### src/design/etvd_pkg.sv
/*
 * Package for the echo talk and voice detect parameter block: register
 * offsets, reset values, field positions, timing and carrier types.
 * Assumes a 10 MHz system clock and a byte-wide register port.
 */
package etvd_pkg;

    // -------------------------------------------------------------------
    // Register byte addresses (acoustic canceller map)
    // -------------------------------------------------------------------
    localparam int          ETVD_AW                = 10;
    localparam logic [9:0]  ETVD_DT_HOLD_HI        = 10'h307;
    localparam logic [9:0]  ETVD_DT_HOLD_LO        = 10'h308;
    localparam logic [9:0]  ETVD_DT_DEV_HI         = 10'h309;
    localparam logic [9:0]  ETVD_DT_DEV_LO         = 10'h30A;
    localparam logic [9:0]  ETVD_DT_LONG_HI        = 10'h30B;
    localparam logic [9:0]  ETVD_DT_LONG_LO        = 10'h30C;
    localparam logic [9:0]  ETVD_DT_SHORT_HI       = 10'h30D;
    localparam logic [9:0]  ETVD_DT_SHORT_LO       = 10'h30E;
    localparam logic [9:0]  ETVD_DIVERGE           = 10'h30F;
    localparam logic [9:0]  ETVD_FAR_LONG_TC       = 10'h310;
    localparam logic [9:0]  ETVD_FAR_SHORT_TC      = 10'h311;
    localparam logic [9:0]  ETVD_FAR_HOLD_HI       = 10'h312;
    localparam logic [9:0]  ETVD_FAR_HOLD_LO       = 10'h313;

    // -------------------------------------------------------------------
    // Reset values
    // -------------------------------------------------------------------
    localparam logic [15:0] ETVD_DT_HOLD_RST       = 16'h0020;
    localparam logic [15:0] ETVD_DT_DEV_RST        = 16'h1998;
    localparam logic [15:0] ETVD_DT_LONG_RST       = 16'h0000;
    localparam logic [15:0] ETVD_DT_SHORT_RST      = 16'h1010;
    localparam logic [7:0]  ETVD_DIVERGE_RST       = 8'h0F;
    localparam logic [3:0]  ETVD_FAR_LONG_TC_RST   = 4'h9;
    localparam logic [7:0]  ETVD_FAR_SHORT_TC_RST  = 8'hBB;
    localparam logic [15:0] ETVD_FAR_HOLD_RST      = 16'h0009;

    // -------------------------------------------------------------------
    // Field positions
    // -------------------------------------------------------------------
    localparam int          ETVD_DIV_FLAG_BIT      = 7;
    localparam int          ETVD_DIV_THR_MSB       = 5;
    localparam int          ETVD_RISE_MSB          = 7;
    localparam int          ETVD_RISE_LSB          = 4;
    localparam int          ETVD_FALL_MSB          = 3;
    localparam int          ETVD_FALL_LSB          = 0;
    localparam int          ETVD_DIV_FRAC_BITS     = 3;

    // -------------------------------------------------------------------
    // Timing
    // -------------------------------------------------------------------
    localparam int          ETVD_CLK_HZ            = 10_000_000;
    localparam int          ETVD_HOLD_UNIT_NS      = 125_000;
    localparam int          ETVD_HOLD_UNIT_CYC     =
        (ETVD_HOLD_UNIT_NS / 1000) * (ETVD_CLK_HZ / 1_000_000);

    // -------------------------------------------------------------------
    // Carrier types
    // -------------------------------------------------------------------
    typedef struct packed {
        logic [15:0] dt_hold;
        logic [15:0] dt_dev;
        logic [15:0] dt_long;
        logic [15:0] dt_short;
        logic [7:0]  diverge;
        logic [3:0]  far_long_tc;
        logic [7:0]  far_short_tc;
        logic [15:0] far_hold;
    } etvd_regs_t;

    typedef struct packed {
        logic [15:0] near_power;
        logic [15:0] far_power;
        logic [15:0] echo_out_power;
        logic [15:0] line_in_power;
    } etvd_powers_t;

endpackage : etvd_pkg

### src/design/etvd_power_est.sv
/*
 * First order power estimator with a selectable attack constant.
 * Assumes step pulses from the same clock; a larger constant gives a
 * smaller shift and so a faster response.
 */
`timescale 1ns/10ps
module etvd_power_est
    import etvd_pkg::*;
#(
    parameter int WIDTH = 16
) (
    // Clock and reset
    input  wire logic             clk,
    input  wire logic             rst_n,
    // Sample stream
    input  wire logic             step,
    input  wire logic [WIDTH-1:0] sample,
    // Attack constants for rising and falling input
    input  wire logic [3:0]       tc_rise,
    input  wire logic [3:0]       tc_fall,
    // Estimate
    output logic      [WIDTH-1:0] est
);

    // -------------------------------------------------------------------
    // Update step
    // -------------------------------------------------------------------
    logic              rising;
    logic [3:0]        tc_sel;
    logic [3:0]        shift;
    logic signed [WIDTH:0] diff;
    logic signed [WIDTH:0] delta;
    logic signed [WIDTH:0] sum;
    logic [WIDTH-1:0]  next_est;

    // Pick the constant by comparing input against estimate
    assign rising   = sample > est;
    assign tc_sel   = rising ? tc_rise : tc_fall;
    // Highest constant tracks the input in one step
    assign shift    = 4'hF - tc_sel;
    assign diff     = $signed({1'b0, sample}) - $signed({1'b0, est});
    assign delta    = diff >>> shift;
    assign sum      = $signed({1'b0, est}) + delta;
    assign next_est = sum[WIDTH-1:0];

    // Estimate register, moves only on a sample step
    always_ff @(posedge clk or negedge rst_n) begin
        if (!rst_n) begin
            est <= '0;
        end else if (step) begin
            est <= next_est;
        end
    end

endmodule : etvd_power_est

### src/design/etvd_detect.sv
/*
 * Double talk, far voice and divergence decisions with their byte wide
 * parameter registers. Assumes per-sample power figures and the register
 * port are driven by logic on SYS_CLK, so no input is synchronised.
 */
// Added by the designer: strobed register access.
`timescale 1ns/10ps

// What this block does
// - after double talk is lost, hold it for a 125 us unit count
// - when the double talk hold expires, return to acoustic training
// - 16-bit deviation threshold decides double talk active or not
// - near long-term power below the long minimum is not speech
// - near short-term power below the short minimum is not speech
// - output over line input ratio above threshold flags divergence, clears
// - far long-term estimate uses a 4-bit attack constant, bigger is faster
// - far short estimate uses rise nibble when input exceeds estimate
// - far short estimate uses fall nibble when input not above estimate
// - larger far short constants make the short estimate follow faster
// - measure far instantaneous power and keep its long-term average
// - near active by short threshold, deviation or relative comparison
// - stop adapting the echo model whenever near voice is detected
// - after far speech ends, hold it for a 125 us unit count
module etvd_detect
    import etvd_pkg::*;
#(
    parameter int         HOLD_UNIT_CYC  = ETVD_HOLD_UNIT_CYC,
    parameter logic [3:0] NEAR_LONG_TC   = ETVD_FAR_LONG_TC_RST,
    parameter logic [7:0] NEAR_SHORT_TC  = ETVD_FAR_SHORT_TC_RST
) (
    // Clock and reset
    input  wire logic               SYS_CLK,
    input  wire logic               RESETN,
    // Register port
    input  wire logic [ETVD_AW-1:0] ADDR,
    input  wire logic [7:0]         WDATA,
    input  wire logic               WR,
    input  wire logic               RD,
    output logic      [7:0]         RDATA,
    // Per-sample power figures
    input  wire logic               SAMPLE_VALID,
    input  wire etvd_powers_t       POWERS,
    // Detection mode, high for relative comparison
    input  wire logic               REL_MODE,
    // Decisions
    output logic                    DOUBLE_TALK,
    output logic                    FAR_SPEECH,
    output logic                    TRAINING_MODE,
    output logic                    ADAPT_ENABLE,
    output logic                    DIVERGED,
    output logic                    COEF_CLEAR
);

    // -------------------------------------------------------------------
    // Byte update helper
    // -------------------------------------------------------------------
    // Replaces one byte of a 16-bit value, high byte on the lower address
    function automatic logic [15:0] put_byte(input logic [15:0] old,
                                             input logic [7:0]  data,
                                             input logic        hi);
        put_byte = hi ? {data, old[7:0]} : {old[15:8], data};
    endfunction : put_byte

    // -------------------------------------------------------------------
    // Register storage
    // -------------------------------------------------------------------
    etvd_regs_t regs;
    etvd_regs_t next_regs;
    logic       div_flag;
    logic       next_div_flag;

    // Address decode for writes
    logic wr_hold_hi;
    logic wr_hold_lo;
    logic wr_dev_hi;
    logic wr_dev_lo;
    logic wr_long_hi;
    logic wr_long_lo;
    logic wr_short_hi;
    logic wr_short_lo;
    logic wr_div;
    logic wr_flong;
    logic wr_fshort;
    logic wr_fhold_hi;
    logic wr_fhold_lo;

    assign wr_hold_hi  = WR && (ADDR == ETVD_DT_HOLD_HI);
    assign wr_hold_lo  = WR && (ADDR == ETVD_DT_HOLD_LO);
    assign wr_dev_hi   = WR && (ADDR == ETVD_DT_DEV_HI);
    assign wr_dev_lo   = WR && (ADDR == ETVD_DT_DEV_LO);
    assign wr_long_hi  = WR && (ADDR == ETVD_DT_LONG_HI);
    assign wr_long_lo  = WR && (ADDR == ETVD_DT_LONG_LO);
    assign wr_short_hi = WR && (ADDR == ETVD_DT_SHORT_HI);
    assign wr_short_lo = WR && (ADDR == ETVD_DT_SHORT_LO);
    assign wr_div      = WR && (ADDR == ETVD_DIVERGE);
    assign wr_flong    = WR && (ADDR == ETVD_FAR_LONG_TC);
    assign wr_fshort   = WR && (ADDR == ETVD_FAR_SHORT_TC);
    assign wr_fhold_hi = WR && (ADDR == ETVD_FAR_HOLD_HI);
    assign wr_fhold_lo = WR && (ADDR == ETVD_FAR_HOLD_LO);

    // Next register values, one byte lane per write
    always_comb begin
        next_regs = regs;
        if (wr_hold_hi || wr_hold_lo) begin
            next_regs.dt_hold = put_byte(regs.dt_hold, WDATA,
                                         wr_hold_hi);
        end
        if (wr_dev_hi || wr_dev_lo) begin
            next_regs.dt_dev = put_byte(regs.dt_dev, WDATA, wr_dev_hi);
        end
        if (wr_long_hi || wr_long_lo) begin
            next_regs.dt_long = put_byte(regs.dt_long, WDATA, wr_long_hi);
        end
        if (wr_short_hi || wr_short_lo) begin
            next_regs.dt_short = put_byte(regs.dt_short, WDATA,
                                          wr_short_hi);
        end
        if (wr_div) begin
            next_regs.diverge = {2'b00, WDATA[ETVD_DIV_THR_MSB:0]};
        end
        if (wr_flong) begin
            next_regs.far_long_tc = WDATA[3:0];
        end
        if (wr_fshort) begin
            next_regs.far_short_tc = WDATA;
        end
        if (wr_fhold_hi || wr_fhold_lo) begin
            next_regs.far_hold = put_byte(regs.far_hold, WDATA,
                                          wr_fhold_hi);
        end
    end

    // Parameter registers
    always_ff @(posedge SYS_CLK or negedge RESETN) begin
        if (!RESETN) begin
            regs.dt_hold      <= ETVD_DT_HOLD_RST;
            regs.dt_dev       <= ETVD_DT_DEV_RST;
            regs.dt_long      <= ETVD_DT_LONG_RST;
            regs.dt_short     <= ETVD_DT_SHORT_RST;
            regs.diverge      <= {2'b00, ETVD_DIVERGE_RST[5:0]};
            regs.far_long_tc  <= ETVD_FAR_LONG_TC_RST;
            regs.far_short_tc <= ETVD_FAR_SHORT_TC_RST;
            regs.far_hold     <= ETVD_FAR_HOLD_RST;
        end else begin
            regs <= next_regs;
        end
    end

    // -------------------------------------------------------------------
    // Read port
    // -------------------------------------------------------------------
    logic [7:0] rd_mux;
    logic [7:0] next_rdata;

    // Unmapped addresses read zero; flag sits in bit 7 of divergence
    always_comb begin
        case (ADDR)
            ETVD_DT_HOLD_HI:   rd_mux = regs.dt_hold[15:8];
            ETVD_DT_HOLD_LO:   rd_mux = regs.dt_hold[7:0];
            ETVD_DT_DEV_HI:    rd_mux = regs.dt_dev[15:8];
            ETVD_DT_DEV_LO:    rd_mux = regs.dt_dev[7:0];
            ETVD_DT_LONG_HI:   rd_mux = regs.dt_long[15:8];
            ETVD_DT_LONG_LO:   rd_mux = regs.dt_long[7:0];
            ETVD_DT_SHORT_HI:  rd_mux = regs.dt_short[15:8];
            ETVD_DT_SHORT_LO:  rd_mux = regs.dt_short[7:0];
            ETVD_DIVERGE:      rd_mux = {div_flag, regs.diverge[6:0]};
            ETVD_FAR_LONG_TC:  rd_mux = {4'h0, regs.far_long_tc};
            ETVD_FAR_SHORT_TC: rd_mux = regs.far_short_tc;
            ETVD_FAR_HOLD_HI:  rd_mux = regs.far_hold[15:8];
            ETVD_FAR_HOLD_LO:  rd_mux = regs.far_hold[7:0];
            default:           rd_mux = 8'h00;
        endcase
    end

    // Data stands only in the cycle after the strobe
    assign next_rdata = RD ? rd_mux : 8'h00;

    always_ff @(posedge SYS_CLK or negedge RESETN) begin
        if (!RESETN) begin
            RDATA <= 8'h00;
        end else begin
            RDATA <= next_rdata;
        end
    end

    // -------------------------------------------------------------------
    // Power estimators
    // -------------------------------------------------------------------
    logic [15:0] far_long;
    logic [15:0] far_short;
    logic [15:0] near_long;
    logic [15:0] near_short;

    // Far long-term average, same constant both ways
    etvd_power_est #(.WIDTH(16)) u_far_long (
        .clk     (SYS_CLK),
        .rst_n   (RESETN),
        .step    (SAMPLE_VALID),
        .sample  (POWERS.far_power),
        .tc_rise (regs.far_long_tc),
        .tc_fall (regs.far_long_tc),
        .est     (far_long)
    );

    // Far short-term, rise and fall nibbles
    etvd_power_est #(.WIDTH(16)) u_far_short (
        .clk     (SYS_CLK),
        .rst_n   (RESETN),
        .step    (SAMPLE_VALID),
        .sample  (POWERS.far_power),
        .tc_rise (regs.far_short_tc[ETVD_RISE_MSB:ETVD_RISE_LSB]),
        .tc_fall (regs.far_short_tc[ETVD_FALL_MSB:ETVD_FALL_LSB]),
        .est     (far_short)
    );

    // Near side estimators use fixed constants owned by a neighbour
    etvd_power_est #(.WIDTH(16)) u_near_long (
        .clk     (SYS_CLK),
        .rst_n   (RESETN),
        .step    (SAMPLE_VALID),
        .sample  (POWERS.near_power),
        .tc_rise (NEAR_LONG_TC),
        .tc_fall (NEAR_LONG_TC),
        .est     (near_long)
    );

    etvd_power_est #(.WIDTH(16)) u_near_short (
        .clk     (SYS_CLK),
        .rst_n   (RESETN),
        .step    (SAMPLE_VALID),
        .sample  (POWERS.near_power),
        .tc_rise (NEAR_SHORT_TC[ETVD_RISE_MSB:ETVD_RISE_LSB]),
        .tc_fall (NEAR_SHORT_TC[ETVD_FALL_MSB:ETVD_FALL_LSB]),
        .est     (near_short)
    );

    // -------------------------------------------------------------------
    // Raw decisions
    // -------------------------------------------------------------------
    logic        near_speech;
    logic [15:0] near_dev;
    logic        dev_high;
    logic        rel_high;
    logic        dt_raw;
    logic        far_raw;

    // Both minimums must pass before near input counts as speech
    assign near_speech = (near_long >= regs.dt_long)
                      && (near_short >= regs.dt_short);
    // Sudden rise of short term over long term
    assign near_dev    = (near_short > near_long) ?
                         (near_short - near_long) : 16'h0000;
    assign dev_high    = near_dev > regs.dt_dev;
    assign rel_high    = near_short > far_long;
    assign dt_raw      = near_speech
                      && (REL_MODE ? rel_high : dev_high);
    // Far voice: instantaneous estimate above its own average
    assign far_raw     = far_short > far_long;

    // -------------------------------------------------------------------
    // Hold-over timing
    // -------------------------------------------------------------------
    localparam int TICK_W = $clog2(HOLD_UNIT_CYC + 1);

    logic [TICK_W-1:0] tick_cnt;
    logic              tick;
    logic [15:0]       dt_cnt;
    logic [15:0]       far_cnt;
    logic [15:0]       next_dt_cnt;
    logic [15:0]       next_far_cnt;

    // Free running 125 us enable
    assign tick = tick_cnt == TICK_W'(HOLD_UNIT_CYC - 1);

    always_ff @(posedge SYS_CLK or negedge RESETN) begin
        if (!RESETN) begin
            tick_cnt <= '0;
        end else begin
            tick_cnt <= tick ? '0 : tick_cnt + 1'b1;
        end
    end

    // Reload while detected, count down in units once lost
    assign next_dt_cnt  = dt_raw ? regs.dt_hold :
                          (tick && dt_cnt != 16'h0000) ?
                          dt_cnt - 16'h0001 : dt_cnt;
    assign next_far_cnt = far_raw ? regs.far_hold :
                          (tick && far_cnt != 16'h0000) ?
                          far_cnt - 16'h0001 : far_cnt;

    always_ff @(posedge SYS_CLK or negedge RESETN) begin
        if (!RESETN) begin
            dt_cnt  <= 16'h0000;
            far_cnt <= 16'h0000;
        end else begin
            dt_cnt  <= next_dt_cnt;
            far_cnt <= next_far_cnt;
        end
    end

    // -------------------------------------------------------------------
    // Divergence
    // -------------------------------------------------------------------
    logic [21:0] eout_scaled;
    logic [21:0] lrin_scaled;
    logic        div_raw;

    // Threshold is a ratio in eighths; cross multiply avoids a divider
    assign eout_scaled = {3'b000, POWERS.echo_out_power, 3'b000};
    assign lrin_scaled = {6'h00, POWERS.line_in_power}
                         * regs.diverge[ETVD_DIV_THR_MSB:0];
    assign div_raw     = SAMPLE_VALID
                      && (eout_scaled > lrin_scaled);

    // Flag is sticky; a new detection wins over a clearing write
    assign next_div_flag = div_raw ? 1'b1 :
                           wr_div  ? WDATA[ETVD_DIV_FLAG_BIT] : div_flag;

    always_ff @(posedge SYS_CLK or negedge RESETN) begin
        if (!RESETN) begin
            div_flag <= ETVD_DIVERGE_RST[ETVD_DIV_FLAG_BIT];
        end else begin
            div_flag <= next_div_flag;
        end
    end

    // -------------------------------------------------------------------
    // Decision outputs
    // -------------------------------------------------------------------
    logic next_dt;
    logic next_far;

    assign next_dt  = dt_raw || (next_dt_cnt != 16'h0000);
    assign next_far = far_raw || (next_far_cnt != 16'h0000);

    // All outputs registered so downstream timing is clean
    always_ff @(posedge SYS_CLK or negedge RESETN) begin
        if (!RESETN) begin
            DOUBLE_TALK   <= 1'b0;
            FAR_SPEECH    <= 1'b0;
            TRAINING_MODE <= 1'b1;
            ADAPT_ENABLE  <= 1'b0;
            DIVERGED      <= 1'b0;
            COEF_CLEAR    <= 1'b0;
        end else begin
            DOUBLE_TALK   <= next_dt;
            FAR_SPEECH    <= next_far;
            TRAINING_MODE <= !next_dt;
            ADAPT_ENABLE  <= next_far && !next_dt;
            DIVERGED      <= next_div_flag;
            COEF_CLEAR    <= div_raw;
        end
    end

endmodule : etvd_detect

### config.mk
export PLATFORM = sky130hd
export DESIGN_NAME = etvd_detect
export DESIGN_NICKNAME = d
export VERILOG_FILES = /design/src/design/etvd_pkg.sv /design/src/design/etvd_power_est.sv /design/src/design/etvd_detect.sv
export SDC_FILE = /design/constraint.sdc
export NUM_CORES = 1
export LEC_CHECK = 0
export BUFFER_PORTS_ARGS = -buffer_cell sky130_fd_sc_hd__buf_2
export CAP_MARGIN = 10
export CELL_PAD_IN_SITES_DETAIL_PLACEMENT = 1
export CELL_PAD_IN_SITES_GLOBAL_PLACEMENT = 1
export CORE_ASPECT_RATIO = 0.9
export CORE_UTILIZATION = 25
export DETAILED_ROUTE_END_ITERATION = 8
export PLACE_DENSITY_LB_ADDON = 0.1
export SLEW_MARGIN = 10
export SYNTH_ARGS = -nofsm -noshare
export SYNTH_HDL_FRONTEND = slang
export SYNTH_HIERARCHICAL = 1
export SYNTH_SLANG_ARGS = --single-unit
### constraint.sdc
create_clock -name SYS_CLK -period 12.4 [get_ports SYS_CLK]
set_clock_uncertainty 0.2 [all_clocks]
set_input_delay 0.62 -clock SYS_CLK [delete_from_list [all_inputs] [get_ports SYS_CLK]]
set_output_delay 0.62 -clock SYS_CLK [all_outputs]
set_load 0.01 [all_outputs]
== Word level (Yosys, flattened, before mapping) ==
Cells that the tools add are included.

* Register bits after elaboration: 219
* Word-level logic and storage cells: 125

* Reduce and logical (&&, ||, !) cells: 42
* Eq/ne operators: 14
* Bitwise gates (word level): 5
* Shift operators: 2
* Magnitude comparators: 8
* Mux-type cells: 12
* Add/sub/neg operators: 14
* Multipliers: 1

{| class="wikitable"
|+ Operators with widths
! kind !! count
|-
| $eq A10 B10 Y1 const B || 13
|-
| $pmux W8 S13 || 1
|-
| $gt A16 B16 Y1 || 5
|-
| $mux W16 || 5
|-
| $sub A16 B16 Y17 || 4
|-
| $reduce_bool A16 Y1 || 4
|-
| $sshr A17 B4 Y16 || 2
|-
| $add A16 B16 Y16 || 2
|-
| $ge A16 B16 Y1 || 2
|-
| $sub A16 B1 Y16 const B || 2
|-
| $gt A19 B22 Y1 || 1
|-
| $mul A16 B6 Y22 || 1
|-
| $reduce_and A2 Y1 || 10
|-
| $logic_and A1 B1 Y1 || 19
|-
| $add A16 B11 Y16 || 1
|-
| $add A16 B13 Y16 || 1
|-
| $sub A16 B16 Y16 || 1
|-
| $add A11 B1 Y11 const B || 1
|-
| $eq A11 B11 Y1 const B || 1
|-
| $mux W11 || 1
|-
| $mux W8 || 1
|-
| $sub A4 B4 Y4 const A || 2
|-
| $logic_or A1 B1 Y1 || 7
|-
| $not A1 Y1 || 5
|-
| 4 further kinds || 6
|}

== Logic depth before layout (Yosys ltp) ==
Gate-level depths: netlist of run 1.

* Word-level depth: 10
* Mapped depth: 26
* Mapped depth without buffers: 24

== Hierarchy ==
Netlist of run 1, hierarchy kept.

{| class="wikitable"
|+ By module, submodules not included
! module !! area each (um^2) !! cells each !! instances
|-
| etvd_detect || 13489.2 || 1421 || 1
|-
| etvd_power_est || 3109.2 || 407 || 4
|}

== Worst setup path before layout of run 1 ==
No wires, ideal clock.

* Kind: register to register
* Start: register regs[28] in the netlist's numbering
* End: register DIVERGED
* Path buffers: 1
* Cell stages (with the launch flop): 23
* Arrival: 5.539 ns
* Library setup time: 0.104 ns
* Slack: 6.557 ns
* Cells stage by stage: dfstp_2 > clkbuf_1 > and2_1 > fa_1 > fa_1 > inv_1 > fa_1 > inv_1 > ha_1 > o21ai_0 > o21ai_0 > a21bo_2 > and2_1 > a311o_1 > a21oi_1 > xor2_1 > ha_1 > and2_1 > nand4_1 > o311ai_0 > or3_1 > or3_1 > o311ai_1

* Cells in the longest elaborated chain, start to end: 4

{| class="wikitable"
|+ Ends and longest elaborated chain
! element !! RTL line !! RTL
|-
| start, declared || etvd_detect.sv:67 || <nowiki>etvd_regs_t regs;</nowiki>
|-
| start signal, assigned || etvd_detect.sv:145 || <nowiki>regs <= next_regs;</nowiki>
|-
| $mul A16 B6 Y22 * || etvd_detect.sv:311 || <nowiki>* regs.diverge[ETVD_DIV_THR_MSB:0];</nowiki>
|-
| $gt A19 B22 Y1 * || etvd_detect.sv:313 || <nowiki>&& (eout_scaled > lrin_scaled);</nowiki>
|-
| $logic_and A1 B1 Y1 * || etvd_detect.sv:313 ||
|-
| $mux W1 / $reduce_bool A2 Y1 (equally long branches) || n/a ||
|-
| end signal, assigned || etvd_detect.sv:350 || <nowiki>DIVERGED <= next_div_flag;</nowiki>
|-
| end, declared || etvd_detect.sv:50 || <nowiki>output logic DIVERGED,</nowiki>
|}

Every way passes the cells marked *; elsewhere a longest branch is shown, timed or not.
A chain may end at the register's enable or synchronous reset.

== Worst setup path after layout of run 1 ==
* Start: register regs[32] in the netlist's numbering
* End: register DIVERGED

The elaborated chain is that of the path after synthesis.

==> results of run 1 <==
## metrics by stage
stage | area, sq um | hold WS, ns | utilization | power, W | cells
finish | 28700 | 0.230 | 0.280 | 0.00884 | 4476
global route | 28700 | 0.235 | 0.280 | 0.00972 | 4472
CTS | 28700 | 0.198 | 0.280 | 0.00886 | 4469
detailed placement | 27800 | 0.303 | 0.271 | 0.00795 | 4420
global placement | 27800 | 0.288 | 0.271 | 0.00787 | 4420
floorplan | 26000 | 0.124 | - | 0.00608 | 3065
## power groups by stage
stage | Clock (W) | Sequential (W) | Combinational [W]
final | 0.000846 | 0.00114 | 0.00685
after global routing | 0.000902 | 0.00117 | 0.00765
after CTS | 0.000875 | 0.00115 | 0.00683
after detailed placement | 0 | 0.00116 | 0.00679
after global placement | 0 | 0.00116 | 0.00671
after floorplan | 0 | 0.00102 | 0.00506
## cell usage after synthesis, drive strengths merged, types with 31 or more instances
cell type	n
nand4	57
o21ai	159
o211ai	44
nor2b	35
ha	272
clkbuf	68
mux2i	112
a211oi	45
buf	52
or3	31
a21o	55
nand3	63
xnor2	112
nor2	153
dfrtp	195
o21a	44
nand2	264
nor3	58
mux2	115
a21oi	219
xor2	44
inv	287
fa	66
and2	88
## final cells by class
| cell class | instances | area (sq um) |
|---|---|---|
| tap | 1356 | 1700 |
| timing repair buffer | 120 | 663 |
| multi-input combinational | 2439 | 18800 |
| sequential | 219 | 5510 |
| antenna | 7 | 17.5 |
| inverter | 287 | 1080 |
| clock buffer | 29 | 682 |
| fill | 12000 | 73700 |
| clock inverter | 19 | 238 |
## worst max-delay path: stages (launching register included)
cell                        delay, ns
sky130_fd_sc_hd__dfrtp_1         0.82
sky130_fd_sc_hd__and2_1          0.25
sky130_fd_sc_hd__fa_1            0.45
sky130_fd_sc_hd__fa_1            0.54
sky130_fd_sc_hd__inv_1           0.05
sky130_fd_sc_hd__fa_1            0.53
sky130_fd_sc_hd__inv_1           0.04
sky130_fd_sc_hd__ha_1            0.32
sky130_fd_sc_hd__o21ai_0         0.16
sky130_fd_sc_hd__a21o_1          0.23
sky130_fd_sc_hd__a2bb2oi_1       0.39
sky130_fd_sc_hd__a21o_1          0.18
sky130_fd_sc_hd__a21oi_1         0.07
sky130_fd_sc_hd__xor2_1          0.15
sky130_fd_sc_hd__ha_1            0.30
sky130_fd_sc_hd__nand2_1         0.07
sky130_fd_sc_hd__o21ai_0         0.37
sky130_fd_sc_hd__a2111oi_0       0.13
sky130_fd_sc_hd__nand2_1         0.13
sky130_fd_sc_hd__a21oi_1         0.10
sky130_fd_sc_hd__or3_1           0.37
sky130_fd_sc_hd__or3_1           0.43
sky130_fd_sc_hd__o311ai_1        0.28
## cell usage in the layout (no fill, tap or decap), types with 31 or more instances in the layout
master,count
sky130_fd_sc_hd__a211oi_1,45
sky130_fd_sc_hd__a21o_1,51
sky130_fd_sc_hd__a21oi_1,215
sky130_fd_sc_hd__and2_1,83
sky130_fd_sc_hd__buf_2,99
sky130_fd_sc_hd__dfrtp_1,195
sky130_fd_sc_hd__fa_1,66
sky130_fd_sc_hd__ha_1,272
sky130_fd_sc_hd__inv_1,287
sky130_fd_sc_hd__mux2_1,50
sky130_fd_sc_hd__mux2_2,65
sky130_fd_sc_hd__mux2i_1,112
sky130_fd_sc_hd__nand2_1,264
sky130_fd_sc_hd__nand3_1,56
sky130_fd_sc_hd__nand4_1,53
sky130_fd_sc_hd__nor2_1,153
sky130_fd_sc_hd__nor2b_1,35
sky130_fd_sc_hd__nor3_1,58
sky130_fd_sc_hd__o211ai_1,44
sky130_fd_sc_hd__o21a_1,44
sky130_fd_sc_hd__o21ai_0,122
sky130_fd_sc_hd__or3_1,31
sky130_fd_sc_hd__xnor2_1,112
sky130_fd_sc_hd__xor2_1,44
## cell families (layout without fill, tap and decap cells)
family,Yosys count,after routing
simple gates,873,873
compound gates,823,823
buf+inv,407,455
fa+ha+maj,338,338
mux,231,231
flops,219,219
xor+xnor,156,156
other cells,2,25
## metal layers
layer / GRT usage / vias up / part of all wire
met3: 0.0157 / 89 / 0.027
met1: 0.267 / 11500 / 0.50
met4: 0.0396 / 4 / 0.021
met5: 0 / - / 0.00024
li1: - / 11100 / -
met2: 0.292 / 287 / 0.45
## worst max path at each step
| stage | start | endpoint | cells past startpoint |
|---|---|---|---|
| 5_1_grt | regs[33] | DIVERGED | 21 |
| 3_5_place_dp | regs[32] | DIVERGED | 22 |
| 3_3_place_gp | POWERS[39] | u_far_long/est[14] | 22 |
| 4_1_cts | regs[32] | DIVERGED | 22 |
| 6_report | regs[32] | DIVERGED | 22 |
| 2_1_floorplan | regs[28] | DIVERGED | 22 |
## registers in the layout, indices dropped and copies added (netlist names)
signal	flops
tick_cnt	11
COEF_CLEAR	1
regs	98
DOUBLE_TALK	1
FAR_SPEECH	1
DIVERGED	1
dt_cnt	16
RDATA	8
far_cnt	16
u_near_long/est	16
ADAPT_ENABLE	1
u_far_long/est	16
TRAINING_MODE	1
u_near_short/est	16
u_far_short/est	16
## what timing repair did
| item | CTS | global route |
|---|---|---|
| endpoints found under the hold margin | 78 | 0 |
| buffers inserted | 0 | 0 |
| hold buffers | 1 | 0 |
==> results.py, run 1 <==
metrics = {
    "run_status": {
        "outcome": "finished clean",
    },
    "setup_path": {
        "worst-r2r-cell-count": 22,
        "critPathRequiredTime_ns": 12.67,
        "start_kind": "flop",
        "timing.reg2reg.setup_slack_ns": 5.75,
        "timing.rr.start": "regs[32]",
        "worstPathArrival_ns": 6.92,
        "critical_path_class": "flop to flop",
        "end_kind": "flop",
        "crit_path_max_fanout": 18,
        "reg2reg_to": "DIVERGED",
    },
    "power": {
        "internal_power_w": 0.00408,
        "power.density_cell_area_nw_per_um2": 308,
        "switch_share": 0.538,
        "clock_power_share": 0.096,
        "comb_power_share": 0.776,
        "power_leakage_nw": 13.0,
        "switchingPower_w": 0.00475,
        "pwr-share-seq": 0.129,
        "ir_worst_vdd_uv": 114,
    },
    "yosys": {
        "synth_edf_count": 0,
        "yosys.area_share.simple": 0.173,
        "postSynth.topFlopCell": "sky130_fd_sc_hd__dfrtp_1",
        "synth.yosys.warnings": 6,
        "synth-async-reset-ratio": 1.00,
        "synth-seq-area-share": 0.213,
        "ys_ff_latch": 219,
        "synth.area.mux_share": 0.0967,
        "syn_inst": 3049,
        "synth.top_cell.area_share": 0.188,
        "post_synth_fa_ha_maj_area_fraction": 0.182,
        "compound_cell_area_share_of_the_yosys_netlist": 0.219,
        "distinct_cell_type_count_after_synthesis": 95,
        "synth_xor_xnor_area_share": 0.0527,
        "synth_area_leader_cell": "sky130_fd_sc_hd__dfrtp_1",
        "dominant_combinational_cell_family_by_area_after_synthesis": "compound AO/OA/AOI/OAI gates",
        "netlist_area_sq_um": 25900,
        "post_synth_main_area_contributors": "sky130_fd_sc_hd__dfrtp_1, sky130_fd_sc_hd__ha_1, sky130_fd_sc_hd__fa_1, sky130_fd_sc_hd__mux2i_1, sky130_fd_sc_hd__inv_1",
        "synth_area_per_cell_sq_um": 8.50,
    },
    "job": {
        "max_cap_check_violation_count": 0,
    },
    "drt": {
        "wire_per_inst_microns": 21.7,
        "via_count": 23100,
        "final_antenna_net_count": 0,
        "drc_violations_left": 0,
        "first_iter_violations": 1274,
        "routed_via_density": 5.15,
        "first_pass_iters": 5,
        "postRouteWirelength_mm": 97.3,
    },
    "sta": {
        "max_slew.worst_pin.slew_ns": 1.39,
        "timing.setup.tns_ns": 0,
        "final-max-slew-violation-count": 0,
        "report.final.hold_viol_count": 0,
        "min_period_ns": 6.65,
        "finalSetupViolCount": 0,
        "maxClockFrequency_mhz": 150,
        "setup_slack_ns": 5.75,
        "max_slew_margin": 0.0690,
        "rsz0062_at_grt": "false",
        "min_period_over_period": 0.537,
    },
    "grt": {
        "grt_first_pass_wirelength_mm": 150,
        "antenna_found_initial": 10,
        "first_global_vias": 24200,
        "grt_max_degree": 96,
        "global_route.usage.total": 0.183,
        "grt-ovfl-total": 0,
    },
    "clock_tree": {
        "clk_pin_slew_worst_paths_ns": 0.07,
        "cts_tree": "yes",
        "level_count_of_the_clock_h_tree": 1,
        "cts-resized-gates": 0,
        "clkSinkCount": 219,
        "root_buffer_master": "sky130_fd_sc_hd__clkbuf_16",
        "numCtsBuffers": 26,
        "ctsLongestPathBuffers": 3,
        "clkLatencyLatePin_ns": 0.56,
    },
    "worst_hold_path": {
        "timing.hold.worst.class": "input pin to flop",
        "min_to": "regs[40]",
        "hold_path_depth": 3,
        "timing.hold.worst.start": "WDATA[4]",
    },
    "final_layout": {
        "drive_gt1_frac": 0.109,
        "nets": 3519,
        "area_delta_synth_final_pct": 10.7,
    },
    "die": {
        "floorplan.die.width_microns": 341,
        "core_area_sq_um": 102000,
        "die_height_microns": 308,
        "floorplan.initialDensity": 0.253,
        "fp-row-count": 111,
        "die_footprint_sq_um": 105000,
        "number_of_top_level_pins": 102,
    },
    "placement": {
        "routabilityCongestion": 0.842,
        "port-buffer-count": 101,
        "detailedPlacementHpwl_mm": 79.3,
        "post-place-ws_ns": 5.77,
    },
}
No activity file was read; power rests on OpenSTA's default activity.
==> inputs of run 2 (changes only) <==
==> constraint.sdc (replaced) <==
create_clock -name SYS_CLK -period 6.4 [get_ports SYS_CLK]
set_clock_uncertainty 0.2 [all_clocks]
set_input_delay 0.32 -clock SYS_CLK [delete_from_list [all_inputs] [get_ports SYS_CLK]]
set_output_delay 0.32 -clock SYS_CLK [all_outputs]
set_load 0.01 [all_outputs]
==> run 2 against run 1 <==
  * Flip-flop and latch count unchanged
  * Global-route usage up 0.28 points
  * Die area unchanged
  * Maximum frequency up 9.6%
  * Critical path type unchanged
  * Highest routed layer is now met4
==> results.py, run 2 (synthesis results as in run 1) <==
metrics = {
    "die": {
        "die_height_microns": 308,
        "floorplan.die.width_microns": 341,
        "floorplan.initialDensity": 0.253,
        "core_area_sq_um": 102000,
        "fp-row-count": 111,
        "die_footprint_sq_um": 105000,
        "number_of_top_level_pins": 102,
    },
    "final_layout": {
        "fill_cells": 12000,
        "nets": 3640,
        "largest_register_ff_count": 98,
        "area_delta_synth_final_pct": 14.8,
        "drive_gt1_frac": 0.146,
        "top_register": "regs",
        "most_frequent_standard_cell_in_the_layout_excluding_fill_and_tap_cells": "sky130_fd_sc_hd__inv_1",
        "final_cell_mix": "sky130_fd_sc_hd__inv_1, sky130_fd_sc_hd__ha_1, sky130_fd_sc_hd__nand2_1, sky130_fd_sc_hd__a21oi_1, sky130_fd_sc_hd__dfrtp_1",
        "postLayoutCoreUtil": 0.291,
    },
    "clock_tree": {
        "clkLatencyLatePin_ns": 0.60,
        "root_buffer_master": "sky130_fd_sc_hd__clkbuf_16",
        "cts_tree": "yes",
        "ctsLongestPathBuffers": 3,
        "level_count_of_the_clock_h_tree": 1,
        "clk_pin_slew_worst_paths_ns": 0.07,
        "numCtsBuffers": 29,
        "clkSinkCount": 219,
    },
    "setup_path": {
        "reg2reg_to": "DIVERGED",
        "timing.reg2reg.setup_slack_ns": 0.33,
        "worstPathArrival_ns": 6.38,
        "critPathRequiredTime_ns": 6.71,
        "crit_path_max_fanout": 17,
        "timing.rr.start": "regs[31]",
        "worst-r2r-cell-count": 22,
        "critical_path_class": "flop to flop",
        "end_kind": "flop",
        "start_kind": "flop",
    },
    "grt": {
        "antenna_found_initial": 4,
        "grt-ovfl-total": 0,
        "grt_first_pass_wirelength_mm": 154,
        "first_global_vias": 25100,
        "global_route.usage.total": 0.186,
        "grt_max_degree": 113,
    },
    "power": {
        "fin_total_pwr_w": 0.0178,
        "power_leakage_nw": 13.6,
        "ir_worst_vdd_uv": 256,
        "power.density_cell_area_nw_per_um2": 597,
    },
    "sta": {
        "timing.setup.tns_ns": 0,
        "report.final.hold_viol_count": 0,
        "min_period_over_period": 0.949,
        "final_layout_worst_hold_slack_ns": 0.0545,
        "setup_slack_ns": 0.328,
        "max_slew.worst_pin.slew_ns": 1.36,
        "maxClockFrequency_mhz": 165,
        "final-max-slew-violation-count": 0,
        "min_period_ns": 6.07,
        "max_slew_margin": 0.0858,
        "finalSetupViolCount": 0,
    },
    "job": {
        "max_cap_check_violation_count": 0,
    },
    "drt": {
        "drc_violations_left": 0,
        "postRouteWirelength_mm": 98.8,
        "final_antenna_net_count": 0,
        "first_iter_violations": 1191,
        "first_pass_iters": 6,
        "routed_via_density": 5.14,
        "wire_per_inst_microns": 21.5,
        "via_count": 23600,
    },
    "placement": {
        "detailedPlacementHpwl_mm": 80.6,
        "routabilityCongestion": 0.834,
        "post-place-ws_ns": 0.0910,
        "port-buffer-count": 101,
    },
    "worst_hold_path": {
        "min_to": "u_far_long/est[14]",
        "timing.hold.worst.start": "SAMPLE_VALID",
        "timing.hold.worst.class": "input pin to flop",
        "hold_path_depth": 2,
    },
    "run_status": {
        "outcome": "finished clean",
    },
}
==> run 2: worst max-delay path, stage by stage (launching register included) <==
cell,delay [ns]
sky130_fd_sc_hd__dfstp_2,0.55
sky130_fd_sc_hd__buf_8,0.16
sky130_fd_sc_hd__and2_1,0.15
sky130_fd_sc_hd__fa_1,0.45
sky130_fd_sc_hd__fa_1,0.56
sky130_fd_sc_hd__inv_1,0.06
sky130_fd_sc_hd__fa_1,0.53
sky130_fd_sc_hd__inv_1,0.04
sky130_fd_sc_hd__ha_1,0.24
sky130_fd_sc_hd__nor3_1,0.19
sky130_fd_sc_hd__o21ai_1,0.15
sky130_fd_sc_hd__a21bo_2,0.23
sky130_fd_sc_hd__and2_1,0.16
sky130_fd_sc_hd__a311o_1,0.34
sky130_fd_sc_hd__a21oi_1,0.20
sky130_fd_sc_hd__xor2_1,0.19
sky130_fd_sc_hd__ha_1,0.26
sky130_fd_sc_hd__and2_1,0.14
sky130_fd_sc_hd__nand4_1,0.08
sky130_fd_sc_hd__o311ai_0,0.11
sky130_fd_sc_hd__or3_1,0.32
sky130_fd_sc_hd__or3_1,0.39
sky130_fd_sc_hd__o311ai_2,0.25
==> run 2: where the power goes <==
group          internal [W]  leakage (nW)  switching (W)
Sequential          0.00172          2.74       0.000307
Combinational       0.00582          10.4        0.00820
Clock              0.000995         0.467       0.000740
Total               0.00853          13.6        0.00925
==> run 2: repair_timing <==
| item | CTS | global route |
|---|---|---|
| setup buffers | 0 | 3 |
| resized for setup | 0 | 30 |
| hold endpoints to repair | 111 | 0 |
| hold buffers | 8 | 0 |
| setup endpoints to repair | 0 | 17 |
==> run 2: through the flow <==
step,instance area [sq um],std cells
floorplan,26000,3065
global placement,28600,4528
detailed placement,28600,4528
CTS,29600,4590
global route,29800,4593
finish,29800,4595
==> run 2: cell type report <==
| cell class | count | area [sq um] | share of cell area |
|---|---|---|---|
| antenna | 2 | 5.00 | 0.000168 |
| clock buffer | 35 | 778 | 0.0262 |
| clock inverter | 19 | 210 | 0.00706 |
| inverter | 287 | 1080 | 0.0362 |
| multi-input combinational | 2439 | 18900 | 0.635 |
| sequential | 219 | 5510 | 0.185 |
| tap | 1356 | 1700 | 0.0570 |
| timing repair buffer | 238 | 1580 | 0.0531 |
==> run 2: worst max-delay path by stage <==
stage | start | cells past startpoint | to | slack (ns)
final | regs[31] | 22 | DIVERGED | 0.33
after floorplan | regs[28] | 22 | DIVERGED | 0.56
after global routing | u_far_short/est[6] | 23 | u_far_short/est[11] | -0.004
after global placement | POWERS[55] | 22 | u_near_short/est[14] | 0.19
after detailed placement | regs[31] | 23 | DIVERGED | 0.09
after CTS | regs[31] | 23 | DIVERGED | 0.08
==> run 2: per-layer routing <==
layer	GRT usage	wire length [microns]	vias to the layer above
li1	-	-	11400
met1	0.266	49000	11900
met2	0.313	46100	272
met3	0.0126	2450	68
met4	0.0224	1240	0
met5	0	0	-
